$ cat src/shared/gpio_pad_pkg.sv
// Package for the pad control and interrupt mask block.
// Assumes a single core clock domain and a plain register port.
package gpio_pad_pkg;

  // ****************************************
  // Register map (word indices on reg port)
  // ****************************************
  localparam logic [3:0] ADDR_PORT5_DATA   = 4'h0;
  localparam logic [3:0] ADDR_PORT6_DATA   = 4'h1;
  localparam logic [3:0] ADDR_PORT8_DATA   = 4'h2;
  localparam logic [3:0] ADDR_DIR_PORT5    = 4'h3;
  localparam logic [3:0] ADDR_DIR_PORT6    = 4'h4;
  localparam logic [3:0] ADDR_DIR_PORT8    = 4'h5;
  localparam logic [3:0] ADDR_PULLDOWN     = 4'h6;
  localparam logic [3:0] ADDR_OPENDRAIN    = 4'h7;
  localparam logic [3:0] ADDR_PULLHIGH     = 4'h8;
  localparam logic [3:0] ADDR_IRQ_MASK_2ND = 4'h9;
  localparam logic [3:0] ADDR_IRQ_MASK_1ST = 4'hA;
  localparam logic [3:0] ADDR_IRQ_FLAGS    = 4'hB;
  localparam logic [3:0] ADDR_CORE_CTRL    = 4'hC;

  // ****************************************
  // Writable bit masks (unused bits read 0)
  // ****************************************
  localparam logic [7:0] PULLDOWN_MASK     = 8'hF1;
  localparam logic [7:0] OPENDRAIN_MASK    = 8'h3F;
  localparam logic [7:0] PULLHIGH_MASK     = 8'h3F;
  localparam logic [7:0] IRQ_MASK_2ND_MASK = 8'hA0;
  localparam logic [7:0] IRQ_MASK_1ST_MASK = 8'h47;

  // ****************************************
  // Reset values
  // ****************************************
  localparam logic [7:0] PULLDOWN_RST      = 8'hF1;
  localparam logic [7:0] OPENDRAIN_RST     = 8'h00;
  localparam logic [7:0] PULLHIGH_RST      = 8'h3F;
  localparam logic [7:0] IRQ_MASK_RST      = 8'h00;
  localparam logic [7:0] DIR_RST           = 8'hFF;
  localparam logic [7:0] DATA_RST          = 8'h00;

  // ****************************************
  // Field positions
  // ****************************************
  localparam int PD_P6_LSB       = 4;
  localparam int PD_P5_0         = 0;
  localparam int M2_CMP2         = 7;
  localparam int M2_TIMER3       = 5;
  localparam int M1_CONV         = 6;
  localparam int M1_EXT          = 2;
  localparam int M1_CHANGE       = 1;
  localparam int M1_FREERUN      = 0;
  // Flag register bits
  localparam int FL_FREERUN      = 0;
  localparam int FL_CHANGE       = 1;
  localparam int FL_EXT          = 2;
  localparam int FL_TIMER3       = 3;
  localparam int FL_CONV         = 4;
  localparam int FL_CMP2         = 5;
  localparam int FL_COUNT        = 6;
  // Core control register bits
  localparam int CC_GLOBAL_IRQ   = 0;
  localparam int CC_EXT_SELECT   = 1;
  localparam int CC_WAKE_ENABLE  = 2;
  localparam int CC_ASLEEP       = 3;

  localparam logic [7:0] CHANGE_VECTOR = 8'h06;

endpackage

$ cat src/hdl/gpio_pad_ctrl_and_irq_mask.sv
// Port 5/6/8 pad control, interrupt masking and port-6 change wake-up.
// Assumes synchronous pin inputs and a core that executes the vector or
// next-instruction request given on resume_vector / resume_next.
// Operation
// - Pull-down bits 7..4 port6, bit0 port5
// - Pull-down bits 3..1 always zero
// - Open-drain bits 5..0 for port 6
// - Pull-high bits 5..0, zero enables pullup
// - Second mask bit 7 gates comparator2
// - Second mask bit 5 gates timer3
// - First mask bit 6 gates conversion done
// - First mask bits 2..0 gate ext/change/timer
// - Interrupt needs mask bit and global enable
// - Control registers read back written bits; unused bits read zero
// - Ports 5,6,8 per-pin tri-state direction
// - Port-6 change with enables vectors to 006H
// - Wake-up: vector if change mask and global on, else next
// - Change mask clear: resume next instruction
// - Direction 1 input, 0 output
// - Ext select routes port6 pin0 as interrupt
module gpio_pad_ctrl_and_irq_mask #(
  parameter int WIDTH = 8
) (
  input  wire logic             clk_sys,
  input  wire logic             nrst,
  input  wire logic [3:0]       reg_addr,
  input  wire logic [7:0]       reg_wdata,
  input  wire logic             reg_write,
  input  wire logic             reg_read,
  output logic      [7:0]       reg_rdata,
  input  wire logic [WIDTH-1:0] port5_in,
  output logic      [WIDTH-1:0] port5_out,
  output logic      [WIDTH-1:0] port5_oe_n,
  input  wire logic [WIDTH-1:0] port6_in,
  output logic      [WIDTH-1:0] port6_out,
  output logic      [WIDTH-1:0] port6_oe_n,
  input  wire logic [WIDTH-1:0] port8_in,
  output logic      [WIDTH-1:0] port8_out,
  output logic      [WIDTH-1:0] port8_oe_n,
  output logic      [WIDTH-1:0] port6_pullup_en,
  output logic      [WIDTH-1:0] port6_pulldown_en,
  output logic                  port5_pulldown_en,
  input  wire logic             freerun_timer_event,
  input  wire logic             timer3_event,
  input  wire logic             conv_done_event,
  input  wire logic             comparator2_event,
  input  wire logic             global_irq_on_instr,
  input  wire logic             global_irq_off_instr,
  input  wire logic             sleep_instr,
  input  wire logic             irq_ack,
  output logic                  irq_request,
  output logic                  resume_vector,
  output logic                  resume_next,
  output logic      [7:0]       vector_addr,
  output logic                  asleep
);

  // ****************************************
  // State
  // ****************************************
  typedef enum logic [1:0] {RUNNING, SLEEPING, RESUMING} power_t;

  typedef struct packed {
    logic [WIDTH-1:0] port5_data;
    logic [WIDTH-1:0] port6_data;
    logic [WIDTH-1:0] port8_data;
    logic [WIDTH-1:0] dir_ctrl_port5;
    logic [WIDTH-1:0] dir_ctrl_port6;
    logic [WIDTH-1:0] dir_ctrl_port8;
    logic [7:0]       pulldown_ctrl;
    logic [7:0]       opendrain_ctrl;
    logic [7:0]       pullhigh_ctrl;
    logic [7:0]       irq_mask_second;
    logic [7:0]       irq_mask_first;
    logic [5:0]       flags;
    logic [WIDTH-1:0] port6_snapshot;
    logic             global_irq;
    logic             ext_irq_pin_select;
    logic             wake_enable;
    logic             ext_pin_prev;
    power_t           power;
    logic             resume_vector;
    logic             resume_next;
    logic [7:0]       rdata;
  } state_t;

  state_t cur;
  state_t next_s;

  logic [WIDTH-1:0] port6_view;
  logic [5:0]       event_in;
  logic [5:0]       enables;
  logic             change_seen;
  logic             ext_fall;
  logic [WIDTH-1:0] port5_view;
  logic [WIDTH-1:0] port8_view;
  logic [5:0]       pending;
  logic [7:0]       read_word;

  // ****************************************
  // Pad drive
  // ****************************************
  always_comb
  begin
    port5_out  = cur.port5_data;
    port8_out  = cur.port8_data;
    port5_oe_n = cur.dir_ctrl_port5;
    port8_oe_n = cur.dir_ctrl_port8;
    for (int i = 0; i < WIDTH; i++)
    begin
      port6_out[i] = cur.port6_data[i];
      // Open-drain pins drive only low; a high releases the pad
      if (i < 6 && cur.opendrain_ctrl[i])
        port6_oe_n[i] = cur.dir_ctrl_port6[i] | cur.port6_data[i];
      else
        port6_oe_n[i] = cur.dir_ctrl_port6[i];
      if (i < 6)
        port6_pullup_en[i] = ~cur.pullhigh_ctrl[i];
      else
        port6_pullup_en[i] = 1'b0;
      // Only pins 0..3 have a pull-down; the modulo keeps the index in range
      if (i < 4)
        port6_pulldown_en[i] = ~cur.pulldown_ctrl[gpio_pad_pkg::PD_P6_LSB + (i % 4)];
      else
        port6_pulldown_en[i] = 1'b0;
    end
    port5_pulldown_en = ~cur.pulldown_ctrl[gpio_pad_pkg::PD_P5_0];
  end

  // ****************************************
  // Pin views and change detect
  // ****************************************
  // Reads see pin level on inputs, latch on outputs
  assign port6_view = (cur.dir_ctrl_port6 & port6_in) | (~cur.dir_ctrl_port6 & cur.port6_data);
  assign port5_view = (cur.dir_ctrl_port5 & port5_in) | (~cur.dir_ctrl_port5 & cur.port5_data);
  assign port8_view = (cur.dir_ctrl_port8 & port8_in) | (~cur.dir_ctrl_port8 & cur.port8_data);
  assign change_seen = |((port6_view ^ cur.port6_snapshot) & cur.dir_ctrl_port6);
  // External pin is active low; path masked unless selected
  assign ext_fall = cur.ext_irq_pin_select & cur.ext_pin_prev & ~port6_in[0];

  // ****************************************
  // Events and their enables
  // ****************************************
  always_comb
  begin
    event_in = '0;
    event_in[gpio_pad_pkg::FL_FREERUN] = freerun_timer_event;
    event_in[gpio_pad_pkg::FL_CHANGE]  = change_seen;
    event_in[gpio_pad_pkg::FL_EXT]     = ext_fall;
    event_in[gpio_pad_pkg::FL_TIMER3]  = timer3_event;
    event_in[gpio_pad_pkg::FL_CONV]    = conv_done_event;
    event_in[gpio_pad_pkg::FL_CMP2]    = comparator2_event;
    enables = '0;
    enables[gpio_pad_pkg::FL_FREERUN] = cur.irq_mask_first[gpio_pad_pkg::M1_FREERUN];
    enables[gpio_pad_pkg::FL_CHANGE]  = cur.irq_mask_first[gpio_pad_pkg::M1_CHANGE];
    enables[gpio_pad_pkg::FL_EXT]     = cur.irq_mask_first[gpio_pad_pkg::M1_EXT];
    enables[gpio_pad_pkg::FL_TIMER3]  = cur.irq_mask_second[gpio_pad_pkg::M2_TIMER3];
    enables[gpio_pad_pkg::FL_CONV]    = cur.irq_mask_first[gpio_pad_pkg::M1_CONV];
    enables[gpio_pad_pkg::FL_CMP2]    = cur.irq_mask_second[gpio_pad_pkg::M2_CMP2];
  end

  assign pending = cur.flags & enables;

  // ****************************************
  // Read data
  // ****************************************
  // Unmapped words read zero
  always_comb
  begin
    read_word = 8'h00;
    if (reg_addr == gpio_pad_pkg::ADDR_PORT5_DATA)
      read_word = port5_view;
    else if (reg_addr == gpio_pad_pkg::ADDR_PORT6_DATA)
      read_word = port6_view;
    else if (reg_addr == gpio_pad_pkg::ADDR_PORT8_DATA)
      read_word = port8_view;
    else if (reg_addr == gpio_pad_pkg::ADDR_DIR_PORT5)
      read_word = cur.dir_ctrl_port5;
    else if (reg_addr == gpio_pad_pkg::ADDR_DIR_PORT6)
      read_word = cur.dir_ctrl_port6;
    else if (reg_addr == gpio_pad_pkg::ADDR_DIR_PORT8)
      read_word = cur.dir_ctrl_port8;
    else if (reg_addr == gpio_pad_pkg::ADDR_PULLDOWN)
      read_word = cur.pulldown_ctrl;
    else if (reg_addr == gpio_pad_pkg::ADDR_OPENDRAIN)
      read_word = cur.opendrain_ctrl;
    else if (reg_addr == gpio_pad_pkg::ADDR_PULLHIGH)
      read_word = cur.pullhigh_ctrl;
    else if (reg_addr == gpio_pad_pkg::ADDR_IRQ_MASK_2ND)
      read_word = cur.irq_mask_second;
    else if (reg_addr == gpio_pad_pkg::ADDR_IRQ_MASK_1ST)
      read_word = cur.irq_mask_first;
    else if (reg_addr == gpio_pad_pkg::ADDR_IRQ_FLAGS)
      read_word = {2'b00, cur.flags};
    else if (reg_addr == gpio_pad_pkg::ADDR_CORE_CTRL)
      read_word = {4'h0, cur.power == SLEEPING, cur.wake_enable,
                   cur.ext_irq_pin_select, cur.global_irq};
  end

  // ****************************************
  // Next state
  // ****************************************
  always_comb
  begin
    next_s = cur;
    next_s.resume_vector = 1'b0;
    next_s.resume_next   = 1'b0;
    next_s.rdata         = 8'h00;
    next_s.ext_pin_prev  = port6_in[0];

    // Set wins over clear: clear first, then OR in events
    if (irq_ack)
      next_s.flags = cur.flags & ~pending;
    if (reg_write && reg_addr == gpio_pad_pkg::ADDR_IRQ_FLAGS)
      next_s.flags = next_s.flags & ~reg_wdata[5:0];

    // Enable wins if both instructions land together
    if (global_irq_on_instr)
      next_s.global_irq = 1'b1;
    else if (global_irq_off_instr)
      next_s.global_irq = 1'b0;

    // Only existing bits are stored, so unused bits read zero
    if (reg_write)
    begin
      if (reg_addr == gpio_pad_pkg::ADDR_PORT5_DATA)
        next_s.port5_data = reg_wdata;
      else if (reg_addr == gpio_pad_pkg::ADDR_PORT6_DATA)
        next_s.port6_data = reg_wdata;
      else if (reg_addr == gpio_pad_pkg::ADDR_PORT8_DATA)
        next_s.port8_data = reg_wdata;
      else if (reg_addr == gpio_pad_pkg::ADDR_DIR_PORT5)
        next_s.dir_ctrl_port5 = reg_wdata;
      else if (reg_addr == gpio_pad_pkg::ADDR_DIR_PORT6)
        next_s.dir_ctrl_port6 = reg_wdata;
      else if (reg_addr == gpio_pad_pkg::ADDR_DIR_PORT8)
        next_s.dir_ctrl_port8 = reg_wdata;
      else if (reg_addr == gpio_pad_pkg::ADDR_PULLDOWN)
        next_s.pulldown_ctrl = reg_wdata & gpio_pad_pkg::PULLDOWN_MASK;
      else if (reg_addr == gpio_pad_pkg::ADDR_OPENDRAIN)
        next_s.opendrain_ctrl = reg_wdata & gpio_pad_pkg::OPENDRAIN_MASK;
      else if (reg_addr == gpio_pad_pkg::ADDR_PULLHIGH)
        next_s.pullhigh_ctrl = reg_wdata & gpio_pad_pkg::PULLHIGH_MASK;
      else if (reg_addr == gpio_pad_pkg::ADDR_IRQ_MASK_2ND)
        next_s.irq_mask_second = reg_wdata & gpio_pad_pkg::IRQ_MASK_2ND_MASK;
      else if (reg_addr == gpio_pad_pkg::ADDR_IRQ_MASK_1ST)
        next_s.irq_mask_first = reg_wdata & gpio_pad_pkg::IRQ_MASK_1ST_MASK;
      else if (reg_addr == gpio_pad_pkg::ADDR_CORE_CTRL)
      begin
        next_s.global_irq         = reg_wdata[gpio_pad_pkg::CC_GLOBAL_IRQ];
        next_s.ext_irq_pin_select = reg_wdata[gpio_pad_pkg::CC_EXT_SELECT];
        next_s.wake_enable        = reg_wdata[gpio_pad_pkg::CC_WAKE_ENABLE];
      end
    end

    if (reg_read)
    begin
      next_s.rdata = read_word;
      // Change detect compares against what software last read
      if (reg_addr == gpio_pad_pkg::ADDR_PORT6_DATA)
        next_s.port6_snapshot = port6_view;
    end

    // Events land last so they win over any clear this cycle
    next_s.flags = next_s.flags | event_in;

    case (cur.power)
      RUNNING:
      begin
        if (sleep_instr)
          next_s.power = SLEEPING;
      end
      SLEEPING:
      begin
        // Only the change path wakes; its mask and the global enable pick vector or next
        if (cur.wake_enable && change_seen)
        begin
          next_s.power = RESUMING;
        end
      end
      RESUMING:
      begin
        next_s.power = RUNNING;
        // A clear change mask always resumes at the next instruction
        if (cur.irq_mask_first[gpio_pad_pkg::M1_CHANGE] && cur.global_irq)
          next_s.resume_vector = 1'b1;
        else
          next_s.resume_next = 1'b1;
      end
      default:
        next_s.power = RUNNING;
    endcase
  end

  // ****************************************
  // Registers
  // ****************************************
  always_ff @(posedge clk_sys or negedge nrst)
  begin
    if (!nrst)
    begin
      // Pins start as inputs so nothing drives the pads in reset
      cur.flags              <= '0;
      cur.port6_snapshot     <= '0;
      cur.global_irq         <= 1'b0;
      cur.ext_irq_pin_select <= 1'b0;
      cur.wake_enable        <= 1'b0;
      cur.resume_vector      <= 1'b0;
      cur.resume_next        <= 1'b0;
      cur.rdata              <= 8'h00;
      cur.port5_data         <= gpio_pad_pkg::DATA_RST;
      cur.port6_data         <= gpio_pad_pkg::DATA_RST;
      cur.port8_data         <= gpio_pad_pkg::DATA_RST;
      cur.dir_ctrl_port5     <= gpio_pad_pkg::DIR_RST;
      cur.dir_ctrl_port6     <= gpio_pad_pkg::DIR_RST;
      cur.dir_ctrl_port8     <= gpio_pad_pkg::DIR_RST;
      cur.pulldown_ctrl      <= gpio_pad_pkg::PULLDOWN_RST;
      cur.opendrain_ctrl     <= gpio_pad_pkg::OPENDRAIN_RST;
      cur.pullhigh_ctrl      <= gpio_pad_pkg::PULLHIGH_RST;
      cur.irq_mask_second    <= gpio_pad_pkg::IRQ_MASK_RST;
      cur.irq_mask_first     <= gpio_pad_pkg::IRQ_MASK_RST;
      cur.ext_pin_prev       <= 1'b1;
      cur.power              <= RUNNING;
    end
    else
      cur <= next_s;
  end

  // ****************************************
  // Outputs
  // ****************************************
  assign reg_rdata     = cur.rdata;
  assign irq_request   = cur.global_irq && (cur.power == RUNNING)
                         && |pending;
  assign resume_vector = cur.resume_vector;
  assign resume_next   = cur.resume_next;
  // Vector is fixed; the core performs the jump
  assign vector_addr   = gpio_pad_pkg::CHANGE_VECTOR;
  assign asleep        = (cur.power == SLEEPING);

endmodule

$ cat config.mk
export PLATFORM = sky130hd
export DESIGN_NAME = gpio_pad_ctrl_and_irq_mask
export DESIGN_NICKNAME = d
export VERILOG_FILES = /design/src/shared/gpio_pad_pkg.sv /design/src/hdl/gpio_pad_ctrl_and_irq_mask.sv
export SDC_FILE = /design/constraint.sdc
export NUM_CORES = 1
export LEC_CHECK = 0
export BUFFER_PORTS_ARGS = -buffer_cell sky130_fd_sc_hd__buf_2
export CORE_MARGIN = 2
export CORE_UTILIZATION = 49
export DETAILED_ROUTE_END_ITERATION = 8
export PLACE_DENSITY = 0.79
export SETUP_SLACK_MARGIN = 0.05
export SYNTH_ARGS = -nofsm -noshare
export SYNTH_HDL_FRONTEND = slang
export SYNTH_SLANG_ARGS = --single-unit
$ cat constraint.sdc
create_clock -name clk_sys -period 1.6 [get_ports clk_sys]
set_clock_uncertainty 0.05 [all_clocks]
set_input_delay 0.08 -clock clk_sys [delete_from_list [all_inputs] [get_ports clk_sys]]
set_output_delay 0.08 -clock clk_sys [all_outputs]
set_load 0.03 [all_outputs]
==> flow_metrics.tcl <==
set metrics [dict create \
    crit_path_start_kind "flip-flop" \
    grt_pass1_wl_um 26700 \
    syn_area_per_cell_um2 10.8 \
    p_sw_mw 3.63 \
    dpl.hpwl_um 12900 \
    synth_cell_types 67 \
    status "finished, violations left" \
    ant_nets 0 \
    synthTopCellsByArea "dfrtp_1 (28%), dfstp_2 (16%), mux2_2 (14%)" \
    fin_hold_ws_ps 14.1 \
    min_period_ps 1640 \
    yosysTopAreaCell "dfrtp_1" \
    die_y_um 113 \
    layout_common_cells "buf_2 (116), mux2_2 (68), dfrtp_1 (64), buf_4 (57), dfstp_2 (36)" \
    rsz0062_at_grt "yes" \
    dpl_cell_area_um2 6520 \
    relSlewSlack_pct 61.7 \
    cap_violations 0 \
    cp.required_ps 1470 \
    clock_sinks 101 \
    core-area_um2 11500 \
    mostFrequentLayoutCell "buf_2" \
    area_growth_pct 24.5 \
    critical_path_class "reg2out" \
    overflow 0 \
    worst_pin_slew_ps 573 \
    finish.instance_area_um2 7250 \
    cts_buffer_depth 2 \
    ys_seq_area_share_pct 44.2 \
    portBuffers 118 \
    dieArea_um2 12800 \
    slowest_stage "dfrtp_1" \
    firstDrtPassIters 7 \
    dpl_worst_slack_ps -129 \
    slowest_delay_ps 400 \
    total_power_mw 10.0 \
    diodes 0 \
    tns_ps -39.3 \
    wl_per_cell_um 21.7 \
    die_w_um 113 \
    yosys.area.top_type_share_pct 27.9 \
    boundaryPins 133 \
    cts-root-buf "clkbuf_16" \
    slew_violations 0 \
    fmax_mhz 610 \
    rows 39 \
    grtUsageTotal_pct 28.0 \
    max-vdd-ir-drop_v 0.000965 \
    ys.warnings.count 0 \
    fin_ws_ps -39.3 \
    vias 4672 \
    totalWireLength_um 17500 \
    first_iter_violations 383 \
    clock_power_share_pct 26.3 \
    syn_area_um2 5820 \
    initial_core_util_pct 50.5 \
    synthFlopType "dfrtp_1" \
    critPathArrivalTime_ps 1510 \
    drc 10 \
    drive_above_1_share_pct 53.0 \
    clk_pin_slew_ps 70 \
    pwr-share-seq_pct 38.3 \
    vias_per_cell 5.78 \
    cts_tree "built" \
    antenna_found_initial 0 \
    htreeDepth 3 \
    violations "design-rule violations, negative setup slack" \
    min_period_over_period_pct 102 \
    end_kind "output port" \
    switching_share_pct 36.1 \
    grt_pass1_vias 4672 \
    numCtsBuffers 9 \
    comb_power_share_pct 35.4 \
    path_cells "a22oi_2 -> nand2_1 -> a221oi_2 -> nor4b_2 -> buf_4" \
    path_max_fanout 2 \
    p_int_mw 6.41 \
    synth-async-reset-ratio_pct 100 \
    synthCells 538 \
    setup_violations 1 \
    grt_max_degree 46 \
    hold_violations 0 \
    power_leakage_nw 3.32 \
    ys_ff_latch 101 \
    synth_edf_count 0 \
    p_per_area_nw_per_um2 1380 \
    clock_latency_ps 360 \
    hp-class "in2reg" \
    nets 709 \
    gp_congestion 1.05 \
]
[metal layers]
layer / routed length, µm / global-route usage (%)
met5: 0 / 0
met3: 1360 / 6.16
met2: 8230 / 44.5
met4: 490 / 10.8
met1: 7450 / 37.7
[stage by stage]
step	util, %	instances
after global routing	63.0	809
after global placement	56.6	774
final	63.0	809
after detailed placement	56.6	774
after CTS	61.6	806
after floorplan	-	550
[cell families (layout without fill, tap and decap cells)]
group,count (synthesis),in the layout,synth area share [%]
and+or+nand+nor,106,106,10.4
xor gates and xnor gates,8,8,1.20
other,2,14,0.129
muxes,99,99,18.6
AOI/OAI and AO/OA,110,110,13.2
DFF,101,101,44.2
buffers and inverters,112,228,12.3
[cell usage after synthesis, drive strengths merged (6+ instances only)]
library cell  number
nand2b             7
mux2i             28
inv               21
dfrtp             65
a22oi              8
a21oi             21
o21ai             26
nand2             37
a21o               6
mux2              71
nor2b              7
dfstp             36
clkbuf             8
buf               83
nor2              23
xor2               8
[final timing paths]
kind                                            from                   endpoint  slack [ps]  cells past startpoint
min in group asynchronous                       nrst        cur[17]$_DFFE_PN0P_         130                      2
max reg2reg                port5_oe_n[2]$_DFFE_PN1P_     reg_rdata[2]$_DFF_PN0_          30                      4
max in group asynchronous                       nrst  port8_oe_n[2]$_DFFE_PN1P_         750                      3
min reg2reg                        cur[12]$_DFF_PN1_          cur[26]$_DFF_PN0_         450                      2
max                                cur[26]$_DFF_PN0_                irq_request         -40                      5
min                             global_irq_off_instr          cur[15]$_DFF_PN0_          10                      4
[worst max-delay path, delay by kind of cell (launching register included)]
family          cells  cell delay, ps
simple gates        2             160
flops               1             400
compound gates      2             420
buf+inv             1             170
[power groups by stage]
stage	logic [mW]	registers (mW)	clock network, mW
after floorplan	2.51	3.70	0
after global placement	3.16	3.82	0
after detailed placement	3.22	3.86	0
after CTS	3.39	3.81	2.68
after global routing	3.76	3.92	2.79
final	3.55	3.85	2.64
[final cells by class]
class                      count  area (µm²)
clock buffer                   9         225
inverter                      21        78.8
tap                          143         179
multi-input combinational    337        2790
clock inverter                 7         138
sequential                   101        2570
timing repair buffer         191        1270
fill                         908        4270
[sequential cells by signal (all words and copies together), names as in the netlist]
register	flops
cur	49
port5_oe_n	8
port5_out	8
port6_out	8
port8_oe_n	8
port8_out	8
reg_rdata	8
port6_oe_n	2
resume_next	1
resume_vector	1
[repair_timing]
action	4_1_cts	5_1_grt
setup buffers	7	4
resized for setup	17	29
pin swaps	8	15
hold buffers	9	0
hold endpoints to repair	82	0
endpoints found under the setup margin	7	11
(Power assumes the default switching activity.)
